File: src/msr_pkg.sv
// constants, types and the special-register number classifier
`timescale 1ns/1ps
`default_nettype none

package msr_pkg;
   // widths
   localparam int unsigned MSR_GPR_W     = 32;
   localparam int unsigned MSR_SPR_W     = 10;
   localparam int unsigned MSR_HALF_W    = 5;
   localparam int unsigned MSR_SEG_W     = 4;
   localparam int unsigned MSR_GIDX_W    = 5;

   // instruction field positions, lsb-0 numbering of a 32-bit word
   localparam int unsigned MSR_F_PRIM_LSB = 26;
   localparam int unsigned MSR_F_TGT_LSB  = 21;
   localparam int unsigned MSR_F_A_LSB    = 16;
   localparam int unsigned MSR_F_B_LSB    = 11;
   localparam int unsigned MSR_F_XO_LSB   = 1;
   localparam int unsigned MSR_F_REC_BIT  = 0;
   localparam int unsigned MSR_F_SEG_LSB  = 17;
   localparam int unsigned MSR_F_SEG_MSB  = 19;
   localparam int unsigned MSR_G_SEG_LSB  = 28;

   // opcodes
   localparam logic [5:0] MSR_OP_PRIMARY = 6'h1f;
   localparam logic [9:0] MSR_XO_MFSPR   = 10'h153;
   localparam logic [9:0] MSR_XO_MFSR    = 10'h253;
   localparam logic [9:0] MSR_XO_MFSRI   = 10'h273;
   localparam logic [9:0] MSR_XO_MFSRIN  = 10'h293;

   // special register numbers, after the half swap
   localparam logic [9:0] MSR_N_FIXED_EXC    = 10'h001;
   localparam logic [9:0] MSR_N_LINK         = 10'h008;
   localparam logic [9:0] MSR_N_COUNT        = 10'h009;
   localparam logic [9:0] MSR_N_FAULT_CAUSE  = 10'h012;
   localparam logic [9:0] MSR_N_FAULT_ADDR   = 10'h013;
   localparam logic [9:0] MSR_N_DEC_NEW      = 10'h016;
   localparam logic [9:0] MSR_N_PAGE_BASE    = 10'h019;
   localparam logic [9:0] MSR_N_SAVE_PC      = 10'h01a;
   localparam logic [9:0] MSR_N_SAVE_STATE   = 10'h01b;
   localparam logic [9:0] MSR_N_SCRATCH_LO   = 10'h110;
   localparam logic [9:0] MSR_N_SCRATCH_HI   = 10'h113;
   localparam logic [9:0] MSR_N_EXT_ACCESS   = 10'h11a;
   localparam logic [9:0] MSR_N_TB_LOWER     = 10'h11c;
   localparam logic [9:0] MSR_N_TB_UPPER     = 10'h11d;
   localparam logic [9:0] MSR_N_WINDOW_LO    = 10'h210;
   localparam logic [9:0] MSR_N_WINDOW_HI    = 10'h21f;
   localparam logic [9:0] MSR_N_MUL_QUOT     = 10'h000;
   localparam logic [9:0] MSR_N_RTC_UPPER    = 10'h004;
   localparam logic [9:0] MSR_N_RTC_LOWER    = 10'h005;
   localparam logic [9:0] MSR_N_DEC_OLD      = 10'h006;

   // exception causes
   localparam logic [1:0] MSR_EXC_NONE    = 2'h0;
   localparam logic [1:0] MSR_EXC_PRIV    = 2'h1;
   localparam logic [1:0] MSR_EXC_INVALID = 2'h2;

   // reset values
   localparam logic [31:0] MSR_RST_DATA = 32'h0000_0000;
   localparam logic [9:0]  MSR_RST_NUM  = 10'h000;
   localparam logic [4:0]  MSR_RST_GIDX = 5'h00;
   localparam logic [3:0]  MSR_RST_SEG  = 4'h0;

   typedef enum logic [1:0] {
      MSR_S_IDLE = 2'b00,
      MSR_S_READ = 2'b01,
      MSR_S_DONE = 2'b10
   } msr_state_t;

   typedef enum logic [2:0] {
      MSR_K_NONE  = 3'b000,
      MSR_K_SPR   = 3'b001,
      MSR_K_SR    = 3'b010,
      MSR_K_SRI   = 3'b011,
      MSR_K_SRIN  = 3'b100
   } msr_kind_t;

   // selector field holds the low half of the number first
   function automatic logic [9:0] msr_swap(input logic [9:0] sel);
      msr_swap = {sel[4:0], sel[9:5]};
   endfunction
endpackage

module msr_spr_dec
   import msr_pkg::*;
(
   input  wire logic [9:0] spr_num,
   input  wire logic       older_variant,
   output logic            spr_valid,
   output logic            spr_priv
);
   // returns {valid, privileged}
   function automatic logic [1:0] spr_class(input logic [9:0] n, input logic older);
      logic [1:0] r;
      r = 2'b00;
      case (n)
         MSR_N_FIXED_EXC, MSR_N_LINK, MSR_N_COUNT: begin
            r = 2'b10;
         end
         MSR_N_FAULT_CAUSE, MSR_N_FAULT_ADDR, MSR_N_PAGE_BASE, MSR_N_SAVE_PC,
         MSR_N_SAVE_STATE, MSR_N_EXT_ACCESS, MSR_N_TB_LOWER, MSR_N_TB_UPPER: begin
            r = 2'b11;
         end
         MSR_N_DEC_NEW: begin
            r = older ? 2'b00 : 2'b11;
         end
         MSR_N_MUL_QUOT, MSR_N_RTC_UPPER, MSR_N_RTC_LOWER, MSR_N_DEC_OLD: begin
            r = older ? 2'b10 : 2'b00;
         end
         default: begin
            if ((n >= MSR_N_SCRATCH_LO && n <= MSR_N_SCRATCH_HI) ||
                (n >= MSR_N_WINDOW_LO && n <= MSR_N_WINDOW_HI)) begin
               r = 2'b11;
            end else begin
               r = 2'b00;
            end
         end
      endcase
      spr_class = r;
   endfunction

   always_comb begin
      spr_valid = spr_class(spr_num, older_variant) > 2'b01;
      spr_priv  = spr_class(spr_num, older_variant) == 2'b11;
   end
endmodule

`default_nettype wire

File: src/msr_exec.sv
// decode and execution of special and segment register reads into a gpr
//
// Behaviour
// - opcode 31/339, selector from bits 11-20
// - write selected special register to target
// - swap the two five-bit selector halves
// - numbers map to fixed, link, count, scratch, windows
// - 1, 8, 9 free; others supervisor only
// - unlisted selector is invalid, no read
// - special read leaves exception and cr0 alone
// - older variant: 0, 4, 5 free
// - decrementer 22 newer privileged, 6 older free
// - opcode 31/595 copies named segment register
// - direct segment read privileged only in newer
// - segment reads: exception untouched, cr0 undefined when record bit set
// - older indirect: sum selects segment register
// - sum written back unless source is 0 or same as target
// - sum-based indirect read older variant only
// - newer indirect: source bits 0-3 select
// - register-selected indirect read newer only
`timescale 1ns/1ps
`default_nettype none

module msr_exec
   import msr_pkg::*;
(
   input  wire logic        clk_sys,
   input  wire logic        rst_n,
   input  wire logic        instr_valid,
   input  wire logic [31:0] instr_word,
   input  wire logic        older_variant,
   input  wire logic        supervisor,
   input  wire logic [31:0] gpr_a_data,
   input  wire logic [31:0] gpr_b_data,
   input  wire logic [31:0] spr_rdata,
   input  wire logic [31:0] seg_rdata,
   output logic             instr_ready,
   output logic             spr_rd_en,
   output logic [9:0]       spr_rd_num,
   output logic             seg_rd_en,
   output logic [3:0]       seg_rd_idx,
   output logic             wb_valid,
   output logic [4:0]       wb_gpr,
   output logic [31:0]      wb_data,
   output logic             upd_valid,
   output logic [4:0]       upd_gpr,
   output logic [31:0]      upd_data,
   output logic             exc_valid,
   output logic [1:0]       exc_cause,
   output logic             cr0_undef
);

   msr_state_t  state_q;
   msr_kind_t   kind_d;
   msr_kind_t   kind_q;
   logic        ready_q;
   logic        spr_en_q;
   logic [9:0]  spr_num_q;
   logic        seg_en_q;
   logic [3:0]  seg_idx_q;
   logic        wb_valid_q;
   logic [4:0]  wb_gpr_q;
   logic [31:0] wb_data_q;
   logic        upd_pend_q;
   logic        upd_valid_q;
   logic [4:0]  upd_gpr_q;
   logic [31:0] upd_data_q;
   logic        exc_valid_q;
   logic [1:0]  exc_cause_q;
   logic        rec_q;
   logic        cr0_q;

   logic [5:0]  prim;
   logic [9:0]  xo;
   logic [4:0]  tgt_gpr_field;
   logic [4:0]  first_source_gpr_field;
   logic [9:0]  spr_num_d;
   logic        spr_valid;
   logic        spr_priv;
   logic [31:0] sum_d;
   logic [3:0]  seg_idx_d;
   logic        upd_d;
   logic [1:0]  cause_d;
   logic        take;

   always_comb begin
      prim                   = instr_word[MSR_F_PRIM_LSB +: 6];
      xo                     = instr_word[MSR_F_XO_LSB +: MSR_SPR_W];
      tgt_gpr_field          = instr_word[MSR_F_TGT_LSB +: MSR_GIDX_W];
      first_source_gpr_field = instr_word[MSR_F_A_LSB +: MSR_GIDX_W];
      spr_num_d              = msr_swap(instr_word[MSR_F_B_LSB +: MSR_SPR_W]);
   end

   msr_spr_dec u_spr_dec (
      .spr_num       (spr_num_d),
      .older_variant (older_variant),
      .spr_valid     (spr_valid),
      .spr_priv      (spr_priv)
   );

   // instruction class
   always_comb begin
      kind_d = MSR_K_NONE;
      if (prim == MSR_OP_PRIMARY) begin
         case (xo)
            MSR_XO_MFSPR:  kind_d = MSR_K_SPR;
            MSR_XO_MFSR:   kind_d = MSR_K_SR;
            MSR_XO_MFSRI:  kind_d = MSR_K_SRI;
            MSR_XO_MFSRIN: kind_d = MSR_K_SRIN;
            default:       kind_d = MSR_K_NONE;
         endcase
      end
   end

   // segment index, sum and fault
   always_comb begin
      sum_d     = gpr_a_data + gpr_b_data;
      seg_idx_d = MSR_RST_SEG;
      upd_d     = 1'b0;
      cause_d   = MSR_EXC_NONE;
      case (kind_d)
         MSR_K_SPR: begin
            if (!spr_valid) begin
               cause_d = MSR_EXC_INVALID;
            end else if (spr_priv && !supervisor) begin
               cause_d = MSR_EXC_PRIV;
            end
         end
         MSR_K_SR: begin
            seg_idx_d = {1'b0, instr_word[MSR_F_SEG_MSB:MSR_F_SEG_LSB]};
            if (!older_variant && !supervisor) begin
               cause_d = MSR_EXC_PRIV;
            end
         end
         MSR_K_SRI: begin
            if (first_source_gpr_field != MSR_RST_GIDX) begin
               seg_idx_d = sum_d[MSR_G_SEG_LSB +: MSR_SEG_W];
               upd_d     = first_source_gpr_field != tgt_gpr_field;
            end else begin
               seg_idx_d = gpr_b_data[MSR_G_SEG_LSB +: MSR_SEG_W];
            end
            if (!older_variant) begin
               cause_d = MSR_EXC_INVALID;
            end
         end
         MSR_K_SRIN: begin
            seg_idx_d = gpr_b_data[MSR_G_SEG_LSB +: MSR_SEG_W];
            if (older_variant) begin
               cause_d = MSR_EXC_INVALID;
            end else if (!supervisor) begin
               cause_d = MSR_EXC_PRIV;
            end
         end
         default: begin
            cause_d = MSR_EXC_NONE;
         end
      endcase
   end

   // instructions of other classes are left for other units
   assign take = instr_valid && ready_q && (kind_d != MSR_K_NONE);

   // sequencing
   always_ff @(posedge clk_sys) begin
      if (!rst_n) begin
         state_q <= MSR_S_IDLE;
         ready_q <= 1'b0;
      end else begin
         case (state_q)
            MSR_S_IDLE: begin
               ready_q <= 1'b1;
               if (take) begin
                  ready_q <= 1'b0;
                  state_q <= (cause_d != MSR_EXC_NONE) ? MSR_S_DONE : MSR_S_READ;
               end
            end
            MSR_S_READ: begin
               state_q <= MSR_S_DONE;
            end
            MSR_S_DONE: begin
               state_q <= MSR_S_IDLE;
               ready_q <= 1'b1;
            end
            default: begin
               state_q <= MSR_S_IDLE;
               ready_q <= 1'b0;
            end
         endcase
      end
   end

   // captured instruction fields
   always_ff @(posedge clk_sys) begin
      if (!rst_n) begin
         kind_q     <= MSR_K_NONE;
         wb_gpr_q   <= MSR_RST_GIDX;
         upd_gpr_q  <= MSR_RST_GIDX;
         upd_pend_q <= 1'b0;
         rec_q      <= 1'b0;
      end else if (take) begin
         kind_q     <= kind_d;
         wb_gpr_q   <= tgt_gpr_field;
         upd_gpr_q  <= first_source_gpr_field;
         upd_pend_q <= upd_d && (cause_d == MSR_EXC_NONE);
         rec_q      <= instr_word[MSR_F_REC_BIT];
      end
   end

   // read request to the register files, one cycle
   always_ff @(posedge clk_sys) begin
      if (!rst_n) begin
         spr_en_q  <= 1'b0;
         spr_num_q <= MSR_RST_NUM;
         seg_en_q  <= 1'b0;
         seg_idx_q <= MSR_RST_SEG;
      end else begin
         spr_en_q <= 1'b0;
         seg_en_q <= 1'b0;
         if (take && cause_d == MSR_EXC_NONE) begin
            spr_en_q  <= kind_d == MSR_K_SPR;
            seg_en_q  <= kind_d != MSR_K_SPR;
            spr_num_q <= spr_num_d;
            seg_idx_q <= seg_idx_d;
         end
      end
   end

   // target write and sum write-back
   always_ff @(posedge clk_sys) begin
      if (!rst_n) begin
         wb_valid_q  <= 1'b0;
         wb_data_q   <= MSR_RST_DATA;
         upd_valid_q <= 1'b0;
         upd_data_q  <= MSR_RST_DATA;
         cr0_q       <= 1'b0;
      end else begin
         wb_valid_q  <= 1'b0;
         upd_valid_q <= 1'b0;
         cr0_q       <= 1'b0;
         if (take) begin
            upd_data_q <= sum_d;
         end
         if (state_q == MSR_S_READ) begin
            wb_valid_q  <= 1'b1;
            wb_data_q   <= (kind_q == MSR_K_SPR) ? spr_rdata : seg_rdata;
            upd_valid_q <= upd_pend_q;
            // segment reads with the record bit set mark cr0 undefined
            cr0_q       <= (kind_q != MSR_K_SPR) && rec_q;
         end
      end
   end

   // program exception, write suppressed
   always_ff @(posedge clk_sys) begin
      if (!rst_n) begin
         exc_valid_q <= 1'b0;
         exc_cause_q <= MSR_EXC_NONE;
      end else begin
         exc_valid_q <= 1'b0;
         if (take && cause_d != MSR_EXC_NONE) begin
            exc_valid_q <= 1'b1;
            exc_cause_q <= cause_d;
         end
      end
   end

   assign instr_ready = ready_q;
   assign spr_rd_en   = spr_en_q;
   assign spr_rd_num  = spr_num_q;
   assign seg_rd_en   = seg_en_q;
   assign seg_rd_idx  = seg_idx_q;
   assign wb_valid    = wb_valid_q;
   assign wb_gpr      = wb_gpr_q;
   assign wb_data     = wb_data_q;
   assign upd_valid   = upd_valid_q;
   assign upd_gpr     = upd_gpr_q;
   assign upd_data    = upd_data_q;
   assign exc_valid   = exc_valid_q;
   assign exc_cause   = exc_cause_q;
   assign cr0_undef   = cr0_q;
endmodule

`default_nettype wire

File: config.mk
export PLATFORM = sky130hd
export DESIGN_NAME = msr_exec
export DESIGN_NICKNAME = d
export VERILOG_FILES = /design/src/msr_pkg.sv /design/src/msr_exec.sv
export SDC_FILE = /design/constraint.sdc
export NUM_CORES = 1
export LEC_CHECK = 0
export BUFFER_PORTS_ARGS = -buffer_cell sky130_fd_sc_hd__buf_2
export CAP_MARGIN = 20
export CELL_PAD_IN_SITES_DETAIL_PLACEMENT = 1
export CELL_PAD_IN_SITES_GLOBAL_PLACEMENT = 1
export CORE_ASPECT_RATIO = 0.7
export CORE_MARGIN = 2
export CORE_UTILIZATION = 37
export CTS_CLUSTER_DIAMETER = 120
export DETAILED_ROUTE_END_ITERATION = 8
export MAX_ROUTING_LAYER = met4
export PLACE_DENSITY = 0.88
export SLEW_MARGIN = 25
export SYNTH_ARGS = -nofsm -noshare
export SYNTH_HDL_FRONTEND = slang
export SYNTH_HIERARCHICAL = 1
export SYNTH_SLANG_ARGS = --single-unit
File: constraint.sdc
create_clock -name clk_sys -period 7.2 [get_ports clk_sys]
set_input_delay 0.36 -clock clk_sys [delete_from_list [all_inputs] [get_ports clk_sys]]
set_output_delay 0.36 -clock clk_sys [all_outputs]
set_load 0.01 [all_outputs]
== Yosys cells after proc, flatten, opt, wreduce, memory -nomap -nowiden ==
Cells that the tools add are included.
Cells by class
  equal/unequal tests: 32
  add/sub/neg operators: 1
  muxes and demuxes: 25
  order comparisons: 5
  reduce and logical (&&, ||, !) cells: 24
Operators with widths (number)
  equality test 10 x 5 -> 1 bit (second input constant): 6
  equality test 10 x 9 -> 1 bit (second input constant): 4
  adder 32 bit: 1
  2-to-1 mux 32 bit: 1
  equality test 10 bit (second input constant): 3
  equality test 10 x 3 -> 1 bit (second input constant): 3
  equality test 10 x 4 -> 1 bit (second input constant): 2
  2-to-1 mux 2 bit: 8
  case mux 2 bit (4 select lines): 2
  case mux 3 bit (4 select lines): 1
  case mux 4 bit (3 select lines): 1
  equality test 10 x 1 -> 1 bit (second input constant): 1
  >= comparator 10 bit (second input constant): 1
  >= comparator 10 x 9 -> 1 bit (second input constant): 1
  <= comparator 10 bit (second input constant): 1
  <= comparator 10 x 9 -> 1 bit (second input constant): 1
  logical AND 1 bit: 10
  zero test 10 bit: 1
  2-to-1 mux 1 bit: 8
  OR reduction 8 bit: 1
  equality test 3 x 1 -> 1 bit (second input constant): 2
  equality test 3 x 2 -> 1 bit (second input constant): 2
  equality test 6 x 5 -> 1 bit (second input constant): 1
  != test 3 x 1 -> 1 bit (second input constant): 2
  19 further kinds: 23
Word-level totals
  bits of input ports: 165
  output and inout bits: 97
  logic and storage cells: 105
  register bits: 104

== Logic depth before layout (Yosys ltp) ==
Gate-level depths: netlist of run 1.
  depth after elaboration: 14
  gate-level depth with buffers: 11
  mapped depth without buffers: 10

== Hierarchy ==
Netlist of run 1, hierarchy kept.
Modules (own cells, without submodules)
  msr_exec: cells an instance 735, seq. area each 2082.0 um^2, area an instance 6142.1 um^2, times used 1
  msr_spr_dec: cells an instance 18, seq. area each 0.0 um^2, area an instance 118.9 um^2, times used 1

== Least setup slack after synthesis of run 1 ==
Ideal clock, no wire load.
  kind: input-to-reg
  from: input port gpr_a_data[0]
  to: register seg_idx_q[2], in the netlist seg_rd_idx[2]
  setup time: 119 ps
  cell stages on the path: 10
  data required time: 7081 ps
  arrival: 2472 ps
  buffers on the path: 0
  setup slack: 4610 ps
  path through: ha_1 fa_1 a21o_1 a22oi_1 a211oi_2 o2111ai_2 a211oi_1 nor4_1 nor3_1 o221a_2
Between the ends
  word-level cells in the longest chain between the ends: 3
Ends and longest elaborated chain
  start, declared: RTL line msr_exec.sv:33  | input wire logic [31:0] gpr_a_data,
  adder 32 bit: RTL line msr_exec.sv:117  | sum_d = gpr_a_data + gpr_b_data;
  2-to-1 mux 4 bit: RTL line msr_exec.sv:136  | if (first_source_gpr_field != MSR_RST_GIDX) begin
  case mux 4 bit (3 select lines): RTL line msr_exec.sv:121  | case (kind_d)
  end signal, assigned: RTL line msr_exec.sv:223  | seg_idx_q <= seg_idx_d;
  end, declared: RTL line msr_exec.sv:60  | logic [3:0] seg_idx_q;
Every way passes these cells.
A chain may end at the register's enable or synchronous reset.

== Worst setup path after layout of run 1 ==
  from: input port instr_word[16]
  to: register seg_idx_q[3], in the netlist seg_rd_idx[3]
Between the ends
  word-level cells in the longest chain between the ends: 12
  elaborated cells between the ends (all ways): 39
  classes of those cells: 5 x order compare; 16 x eq/ne; 7 x mux; 11 x reduce/logical
Ends and longest elaborated chain
  start, declared: RTL line msr_exec.sv:30  | input wire logic [31:0] instr_word,
  >= comparator 10 x 9 -> 1 bit, or another cell as far along: RTL line msr_pkg.sv:111  | if ((n >= MSR_N_SCRATCH_LO && n <= MSR_N_SCRATCH_HI) ||
  logical AND 1 bit, on equally long branches: RTL line msr_pkg.sv:111, msr_pkg.sv:112
  logical OR 1 bit: RTL line msr_pkg.sv:111
  2-to-1 mux 2 bit: RTL line msr_pkg.sv:111
  case mux 2 bit (4 select lines) *: RTL line msr_pkg.sv:96  | case (n)
  equality test 2 bit *: RTL line msr_pkg.sv:124  | spr_priv = spr_class(spr_num, older_variant) == 2'b11;
  via spr_priv: RTL line msr_exec.sv:79  | logic spr_priv;
  logical AND 1 bit *: RTL line msr_exec.sv:125  | end else if (spr_priv && !supervisor) begin
  2-to-1 mux 1 bit *: RTL line msr_exec.sv:125
  2-to-1 mux 2 bit *: RTL line msr_exec.sv:123  | if (!spr_valid) begin
  case mux 2 bit (4 select lines) *: RTL line msr_exec.sv:121
  zero test 2 bit *: RTL line msr_exec.sv:219  | if (take && cause_d == MSR_EXC_NONE) begin
  logical AND 1 bit *: RTL line msr_exec.sv:219
The timed path passes the listed nets; every way through them passes the cells marked *.

==> results of run 1 <==
==> metrics by stage <==
step | std cells | total power [mW] | utilization | hold slack [ns]
after floorplan | 753 | 0.739 | - | 0.405
after global routing | 1219 | 1.41 | 0.490 | 0.253
after detailed placement | 1202 | 0.834 | 0.469 | 0.440
after CTS | 1218 | 1.36 | 0.488 | 0.237
final | 1219 | 1.35 | 0.490 | 0.254
after global placement | 1202 | 0.828 | 0.469 | 0.437
==> metal layers <==
| layer | global-route usage | up-vias |
|---|---|---|
| li1 | - | 3223 |
| met1 | 0.316 | 3173 |
| met2 | 0.403 | 253 |
| met3 | 0.0539 | 25 |
| met4 | 0.0715 | 0 |
| met5 | - | - |
==> registers in the layout, indices dropped and copies added, names as in the netlist, 2 cells and up <==
signal / flops
kind_q: 3
exc_cause: 2
wb_data: 32
spr_rd_num: 10
seg_rd_idx: 4
upd_gpr: 5
wb_gpr: 5
state_q: 2
upd_data: 32
==> worst max-delay path, cell delays in order <==
cell	delay (ns)
buf_2	0.16
nand2b_1	0.16
a211o_1	0.29
o311ai_1	0.10
and4_1	0.29
a41oi_1	0.17
nor4b_1	0.47
nor2_1	0.12
o211ai_2	0.56
mux2i_1	0.26
o211a_1	0.17
==> cells by family (layout without fill, tap and decap cells) <==
logic type,count (synthesis),count (layout),synth area share
buf+inv,55,296,0.0382
mux,37,37,0.0592
simple gates,273,273,0.216
flops,104,104,0.333
xor+xnor,25,25,0.0350
fa+ha+maj,32,32,0.0651
compound gates,227,227,0.254
==> synth_stat cells (6+ instances only) <==
master and count:
xnor2_1 12, a21oi_2 13, o21a_1 6, nand2b_1 7, nand4_1 8, mux2i_1 37, inv_1 14, ha_1 31
clkbuf_1 26, o21bai_1 6, nand2_2 10, nand2_1 97, dfxtp_1 104, xor2_1 13, and3_1 9, a211oi_1 42
nor2_1 62, a21oi_1 64, a31oi_1 7, a21o_1 20, buf_2 7, nand3_1 20, nor3_1 15, o21ai_0 20
==> worst paths after layout <==
check,start,endpoint,slack (ns),depth (start not counted)
max,instr_word[16],seg_rd_idx[3]$_SDFFE_PN0P_,4.39,11
min,instr_word[0],rec_q$_SDFFE_PN0N_,0.25,3
max reg2reg,instr_ready$_SDFFE_PN0N_,seg_rd_idx[3]$_SDFFE_PN0P_,4.82,6
min reg2reg,kind_q[0]$_SDFFE_PN0N_,kind_q[0]$_SDFFE_PN0N_,0.45,2
==> power by group through the flow <==
stage / clock (mW) / sequential, mW / combinational (mW)
after floorplan: 0 / 0.589 / 0.150
after global placement: 0 / 0.589 / 0.239
after detailed placement: 0 / 0.589 / 0.245
after CTS: 0.540 / 0.575 / 0.247
after global routing: 0.558 / 0.575 / 0.275
final: 0.524 / 0.575 / 0.248
==> cell type report <==
type / count / area (sq um)
Fill cell: 2067 / 8390
Multi-Input combinational cell: 594 / 3970
Sequential cell: 104 / 2080
Timing Repair Buffer: 266 / 1360
Tap cell: 225 / 282
Clock buffer: 10 / 239
Clock inverter: 6 / 73.8
Inverter: 14 / 53.8
==> run summary, run 1 <==
- global placement routability congestion: 0.917
- placement-stage cell area: 7720 sq um
- number of buffers added on ports: 261
- Post-Syn Area: 6260 sq um
- internal power: 0.966 mW
- clock tree buffer depth: 2
- Peak Freq: 0.356 GHz
- starting density of the core: 0.381
- initial antenna violation count: 0
- count of different cell masters after synthesis: 76
- pre-CTS setup slack: 3.64 ns
- kind of start point of the critical path: primary input
- final period demand of the worst path: 2.81 ns
- RSZ-0062 raised after global routing: no
- Synth Register Bits: 104
- area of the placeable core: 16,400 sq um
- Worst Path Max Fanout: 13
- run status: finished clean
- leading cell type in the layout, fill and taps excluded: buf_2
- Final Worst Setup Slack: 4.39 ns
- x dimension of the die: 159 um
- highest routing layer actually used: met4
- fraction of layout instances using a drive strength above 1: 0.330
- Synthesis Warnings: 6
- Setup Total Neg Slack: 0 ns
- VDD IR max: 107 uV
- proportion of power drawn by combinational gates: 0.184
- met1 layer wirelength in the final routing: 9880 um
- total length of routed met3 wires: 1470 um
- final period utilization: 0.390
- CTS H-tree depth: 3
- share of async-settable or async-resettable flops after synthesis: 0
- Hold Buf Count CTS: 0
- net count of the mapped netlist: 950
- Pre-antenna DRT Iters: 5
- sequential fraction of the synthesis area: 0.333
- violation count after the first detailed-routing iteration: 313
- GRT Overall Usage: 0.249
- die area: 18,000 sq um
- Critical Path End Type: flip-flop
- Area growth syn-to-layout: 28.7%
- number of vias in the routed layout: 6,674
- antenna fix cells: 0
- summed area of non-filler cells in the final layout: 8060 sq um
- cts bufs inserted: 9
- Clk Latency, worst-skew pair: 0.35 ns
- aggregate global routing overflow: 0
- final number of max-transition violations: 0
- Worst EP arrival: 3.11 ns
- path type of the worst setup path: primary input to flip-flop
- clock share of power: 0.389
- CTS tree: built
- class of the most critical hold timing path: primary input to flip-flop
- WL per Instance: 17.9 um
- Sequential Power Share: 0.427
- Vert. Die Dim: 113 um
- final antenna-violating net count: 0
- TritonCTS sink count: 104
- most instantiated flip-flop cell in the synthesis netlist: dfxtp_1
- highest-count cells in the layout ignoring fill and taps: buf_2, dfxtp_1, nand2_1, a21oi_1, nor2_1
- number of global-route vias before repair: 6,776
- Power per Cell Area: 167 nW/um^2
- Synth top area share: 0.333
- DRC viols: 0
- most area-hungry cell type in the Yosys netlist: dfxtp_1
- NumNets Final: 1,186
- CP Data Required Time: 7.50 ns
- synthesized area per cell: 8.31 sq um
- Final Hold Vio Count: 0
- routed vias/inst: 5.47
- clock-pin slew of the registers on the worst-case setup and hold paths: 0.08 ns
- number of primary I/O pins: 262
- Worst Clk Skew: 0.00774 ns
- net switching fraction of the power: 0.283
- dpl hpwl: 16,800 um
- post-cts sizing count: 0
- Pleak: 3.52 nW
- actual slew at the worst max-slew pin: 0.915 ns
- Root Driver: clkbuf_16
- met2 wire length: 10,100 um
- largest net degree at the start of global routing: 71
- # Post-CTS Setup Buffers: 0
- count of flip-flops with a built-in enable after synthesis: 0
- number of instances in the synthesized netlist: 753
- global-route wire length before repair: 35,200 um
- count of standard-cell rows: 39
- total of max-cap violations: 0
- setup violators final: 0
- Slew HR: 0.388
- net load switching power: 0.381 mW
- DRT Wirelength: 21,800 um
- top cells by area, synth: dfxtp_1, ha_1, mux2i_1, nand2_1, a21oi_1
No activity file was read; power rests on OpenSTA's default activity.
==> inputs of run 2 (changes only) <==
--- a/config.mk
+++ b/config.mk
@@ -11,11 +11,11 @@
 export CELL_PAD_IN_SITES_GLOBAL_PLACEMENT = 1
 export CORE_ASPECT_RATIO = 0.7
 export CORE_MARGIN = 2
-export CORE_UTILIZATION = 37
+export CORE_UTILIZATION = 35
 export CTS_CLUSTER_DIAMETER = 120
 export DETAILED_ROUTE_END_ITERATION = 8
 export MAX_ROUTING_LAYER = met4
-export PLACE_DENSITY = 0.88
+export PLACE_DENSITY = 0.84
 export SLEW_MARGIN = 25
 export SYNTH_ARGS = -nofsm -noshare
 export SYNTH_HDL_FRONTEND = slang
==> constraint.sdc (replaced) <==
create_clock -name clk_sys -period 2.8 [get_ports clk_sys]
set_input_delay 0.14 -clock clk_sys [delete_from_list [all_inputs] [get_ports clk_sys]]
set_output_delay 0.14 -clock clk_sys [all_outputs]
set_load 0.01 [all_outputs]
==> run summary, run 2 (synthesis results as in run 1) <==
- final number of max-transition violations: 0, unchanged
- number of buffers added on ports: 261, unchanged
- Slew HR: 0.394, +0.00548
- number of global-route vias before repair: 6,404, -5.5%
- Clk Latency, worst-skew pair: 0.35 ns, about the same
- biggest cell delay along the critical path: 0.77 ns, +0.21 ns
- violation count after the first detailed-routing iteration: 297, -5.1%
- actual slew at the worst max-slew pin: 0.907 ns, -0.00820 ns
- global-route wire length before repair: 33,800 um, -3.9%
- Worst Clk Skew: 0.00636 ns, -0.00138 ns
- final antenna-violating net count: 0, unchanged
- DRT Wirelength: 22,000 um, +0.98%
- routed vias/inst: 5.28, -3.6%
- Area growth syn-to-layout: 30.0%
- number of vias in the routed layout: 6,552, -1.8%
- count of standard-cell rows: 40, +2.6%
- Register-to-Register Path Depth: 5, -1
- critical register-to-register path endpoint: seg_rd_idx[3]$_SDFFE_PN0P_
- CP Data Required Time: 3.05 ns, -4.45 ns
- final period demand of the worst path: 2.40 ns
- Final Worst Setup Slack: 0.395 ns, -3.99 ns
- overall power: 3.40 mW, +150%
- Pleak: 3.58 nW, +1.6%
- capturing instance or port of the critical path: seg_rd_idx[3]$_SDFFE_PN0P_
- leading cell type in the layout, fill and taps excluded: buf_2
- # Post-CTS Setup Buffers: 0, unchanged
- path type of the worst setup path: primary input to flip-flop
- worst reg2reg path startpoint: instr_ready$_SDFFE_PN0N_
- post-route worst hold slack: 0.0404 ns, -0.213 ns
- worst reg2reg setup slack: 0.83 ns, -3.99 ns
- cts bufs inserted: 9, unchanged
- post-cts sizing count: 0, unchanged
- Power per Cell Area: 418 nW/um^2, +150%
- utilization after layout: 0.470, -0.0201
- final period utilization: 0.859
- CTS tree: built
- global placement routability congestion: 0.942, +2.7%
- cells along the critical path: buf_2, nor4b_1, nor3_1, o21ai_0, a41o_2, a41oi_1, or4b_4, a21oi_2, a211oi_4, o21ai_1, o211a_1
- Final Hold Vio Count: 0, unchanged
- Peak Freq: 0.416 GHz
- initial antenna violation count: 0, unchanged
- class of the most critical hold timing path: primary input to flip-flop
- Worst EP arrival: 2.66 ns, -0.45 ns
- NumNets Final: 1,201, +1.3%
- area of the placeable core: 17,300 sq um, +5.3%
- x dimension of the die: 164 um, +2.7%
- VDD IR max: 290 uV, +170%
- aggregate global routing overflow: 0, unchanged
- dpl hpwl: 17,300 um, +3.0%
- clock tree buffer depth: 2, unchanged
- slowest stage cell on the critical path: a211oi_4
- kind of start point of the critical path: primary input
- Hold Buf Count CTS: 0, unchanged
- pre-CTS setup slack: 0.0407 ns, -3.60 ns
- Worst Path Max Fanout: 15, +2
- Worst setup startpoint: instr_word[17]
- Pre-antenna DRT Iters: 5, unchanged
- largest net degree at the start of global routing: 68, -4.2%
- total of max-cap violations: 0, unchanged
- starting density of the core: 0.362, -0.0192
- WL per Instance: 17.8 um, -0.81%
- RSZ-0062 raised after global routing: no
- die area: 19,000 sq um, +5.5%
- Setup Total Neg Slack: 0 ns, unchanged
- fraction of layout instances using a drive strength above 1: 0.340, +0.00996
- DRC viols: 0, unchanged
- GRT Overall Usage: 0.230, -0.0188
- run status: finished clean
- TritonCTS sink count: 104, unchanged
- Vert. Die Dim: 116 um, +2.7%
- Root Driver: clkbuf_16
- highest-count cells in the layout ignoring fill and taps: buf_2, dfxtp_1, nand2_1, a21oi_1, nor2_1
- clock-pin slew of the registers on the worst-case setup and hold paths: 0.08 ns, about the same
- Critical Path End Type: flip-flop
- number of primary I/O pins: 262, unchanged
- CTS H-tree depth: 3, unchanged
- setup violators final: 0, unchanged
[run 2: power breakdown]
part           total (mW)  internal (mW)  switching, mW
clock                1.26          0.625          0.634
sequential           1.48           1.48       0.000891
combinational       0.660          0.289          0.371
[run 2: worst min path at each step]
stage                         from                          to  slack (ns)  depth (start not counted)
floorplan           instr_word[16]  spr_rd_num[0]$_SDFFE_PN0P_        0.27                          2
global placement     instr_word[0]          rec_q$_SDFFE_PN0N_        0.39                          3
detailed placement   instr_word[0]          rec_q$_SDFFE_PN0N_        0.41                          3
CTS                 instr_word[13]  spr_rd_num[7]$_SDFFE_PN0P_        0.02                          3
global route        instr_word[13]  spr_rd_num[7]$_SDFFE_PN0P_        0.03                          3
finish              instr_word[13]  spr_rd_num[7]$_SDFFE_PN0P_        0.04                          3
[run 2: worst max-delay path, delay by kind of cell]
kind                   cells  cell delay (ns)
buffers and inverters      1             0.16
AND/OR/NAND/NOR            3             0.46
AO/OA/AOI/OAI              7             1.90
[run 2: layout make-up]
type,count,area [sq um]
Fill cell,2196,9180
Multi-Input combinational cell,594,3970
Sequential cell,104,2080
Timing Repair Buffer,281,1460
Tap cell,231,289
Clock buffer,9,225
Clock inverter,7,63.8
Inverter,14,53.8
Antenna cell,1,2.50
[run 2: stage by stage]
stage | instance area [sq um] | instances
after floorplan | 6260 | 753
after global placement | 7850 | 1224
after detailed placement | 7850 | 1224
after CTS | 8140 | 1240
after global routing | 8140 | 1240
final | 8140 | 1241
[run 2: routing by layer]
metal / track usage / share of wire
met1: 0.298 / 0.46
met2: 0.384 / 0.47
met3: 0.0422 / 0.062
met4: 0.0363 / 0.0064
met5: - / 0
==> inputs of run 3 (changes only) <==
--- a/config.mk
+++ b/config.mk
@@ -9,7 +9,7 @@
 export CAP_MARGIN = 20
 export CELL_PAD_IN_SITES_DETAIL_PLACEMENT = 1
 export CELL_PAD_IN_SITES_GLOBAL_PLACEMENT = 1
-export CORE_ASPECT_RATIO = 0.7
+export CORE_ASPECT_RATIO = 0.8
 export CORE_MARGIN = 2
 export CORE_UTILIZATION = 35
 export CTS_CLUSTER_DIAMETER = 120
==> run summary, run 3 (synthesis results as in run 1) <==
- run status: finished clean
- DRT Wirelength: 21,900 um, -0.81%
- number of vias in the routed layout: 6,703, +2.3%
- Root Driver: clkbuf_16
- Worst path top cell family by delay: compound AO/OA/AOI/OAI gates
- final antenna-violating net count: 0, unchanged
- NumNets Final: 1,201, unchanged
- number of global-route vias before repair: 6,615, +3.3%
- area of the placeable core: 17,400 sq um, +0.66%
- count of standard-cell rows: 43, +7.5%
- Peak Freq: 0.404 GHz, -2.9%
- number of buffers added on ports: 261, unchanged
- Power per Cell Area: 409 nW/um^2, -2.0%
- total of max-cap violations: 0, unchanged
- Pre-antenna DRT Iters: 5, unchanged
- RSZ-0062 raised after global routing: no
- global placement routability congestion: 0.882, -6.3%
- Setup Total Neg Slack: 0 ns, unchanged
- post-cts sizing count: 0, unchanged
- initial antenna violation count: 0, unchanged
- antenna fix cells: 0, -1
- starting density of the core: 0.359, -0.00239
- number of primary I/O pins: 262, unchanged
- final period demand of the worst path: 2.48 ns, +0.0718 ns
- routed vias/inst: 5.43, +2.9%
- CP Data Required Time: 3.04 ns, about the same
- setup violators final: 0, unchanged
- biggest cell delay along the critical path: 0.77 ns, about the same
- aggregate global routing overflow: 0, unchanged
- CTS H-tree depth: 3, unchanged
- Critical Path End Type: flip-flop
- highest-count cells in the layout ignoring fill and taps: buf_2, dfxtp_1, nand2_1, a21oi_1, nor2_1
- final number of max-transition violations: 0, unchanged
- kind of start point of the critical path: primary input
- GRT Overall Usage: 0.227, -0.00315
- violation count after the first detailed-routing iteration: 241, -19%
- TritonCTS sink count: 104, unchanged
- largest net degree at the start of global routing: 70, +2.9%
- Slew HR: 0.388, -0.00574
- clock tree buffer depth: 2, unchanged
- clock-pin slew of the registers on the worst-case setup and hold paths: 0.07 ns, about the same
- VDD IR max: 293 uV, +1.0%
- number of buffers and inverters on the critical path: 1, unchanged
- Area growth syn-to-layout: 30.0%, about the same
- slowest stage cell on the critical path: a211oi_4
- CTS tree: built
- leading cell type in the layout, fill and taps excluded: buf_2
- WL per Instance: 17.7 um, -0.25%
- Pleak: 3.57 nW, -0.17%
- Final Worst Setup Slack: 0.323 ns, -0.0718 ns
- cts bufs inserted: 9, unchanged
- dpl hpwl: 17,300 um, -0.43%
- x dimension of the die: 154 um, -6.3%
- fraction of layout instances using a drive strength above 1: 0.338, -0.00198
- Worst Clk Skew: 0.00648 ns, +0.000114 ns
- Vert. Die Dim: 124 um, +6.7%
- actual slew at the worst max-slew pin: 0.915 ns, +0.00858 ns
- die area: 19,000 sq um, about the same
- Clk Latency, worst-skew pair: 0.34 ns, about the same
- cells along the critical path: buf_2, nor4b_1, nor3_1, o21ai_0, a41o_2, a41oi_1, or4b_4, a21oi_2, a211oi_4, o21ai_1, o211a_1
- Final Hold Vio Count: 0, unchanged
- global-route wire length before repair: 34,000 um, +0.51%
- path type of the worst setup path: primary input to flip-flop
- pre-CTS setup slack: 0.0165 ns, -0.0242 ns
- class of the most critical hold timing path: primary input to flip-flop
- # Post-CTS Setup Buffers: 0, unchanged
- DRC viols: 0, unchanged
- final period utilization: 0.885, +0.0256
- Worst Path Max Fanout: 15, unchanged
- Hold Buf Count CTS: 0, unchanged
- Worst EP arrival: 2.72 ns, +0.06 ns
[run 3: changes by cell type in the layout (fill, tap and decap cells not counted), sizes merged]
cell      delta
clkinv       -2
clkinvlp     +1
diode        -1
clkbuf       +2
inv          -1
[run 3: layout make-up]
cell class / count / area [sq um]
clock inverters: 5 / 41.3
fillers: 2183 / 9300
clock buffers: 11 / 233
repair buffers: 281 / 1480
multi-input cells: 594 / 3970
well taps: 225 / 282
inverters: 14 / 52.6
flip-flops and latches: 104 / 2080
[run 3: routing by layer]
layer	vias up	wire [um]	track usage	share of wire
met5	-	0	-	0
met4	0	214	0.0442	0.0098
met3	21	1250	0.0435	0.057
met2	208	10400	0.386	0.48
met1	3221	9950	0.287	0.46
li1	3253	-	-	-
[run 3: worst register-to-register path: cells and delay by family (launching register included)]
family             cells  cell delay [ns]
AOI/OAI and AO/OA      4             1.32
DFF                    1             0.37
and+or+nand+nor        1             0.17
[run 3: path summary, 6_finish.rpt]
path / endpoint / cells after the start / startpoint / slack [ns]
worst max-delay path: seg_rd_idx[3]$_SDFFE_PN0P_ / 11 / instr_word[17] / 0.32
worst min-delay path: spr_rd_num[6]$_SDFFE_PN0P_ / 3 / instr_word[12] / 0.04
worst max register to register: seg_rd_idx[3]$_SDFFE_PN0P_ / 5 / instr_ready$_SDFFE_PN0N_ / 0.84
worst min register to register: upd_data[21]$_SDFFE_PN0N_ / 2 / upd_data[21]$_SDFFE_PN0N_ / 0.45
[run 3: per-stage QoR]
step	std cells	total power, mW	utilization	area [sq um]	hold slack (ns)
after floorplan	753	1.90	-	6260	0.274
after global placement	1218	2.15	0.451	7860	0.391
after CTS	1234	3.37	0.467	8140	0.0252
final	1234	3.33	0.467	8140	0.0449
after global routing	1234	3.50	0.467	8140	0.0325
after detailed placement	1218	2.17	0.451	7860	0.403
[run 3: power breakdown]
part           internal (mW)  switching [mW]  leakage, nW  total [mW]
logic                  0.291           0.373         2.61       0.664
registers               1.48        0.000695        0.838        1.48
clock network          0.611           0.576        0.126        1.19
total                   2.38           0.950         3.57        3.33
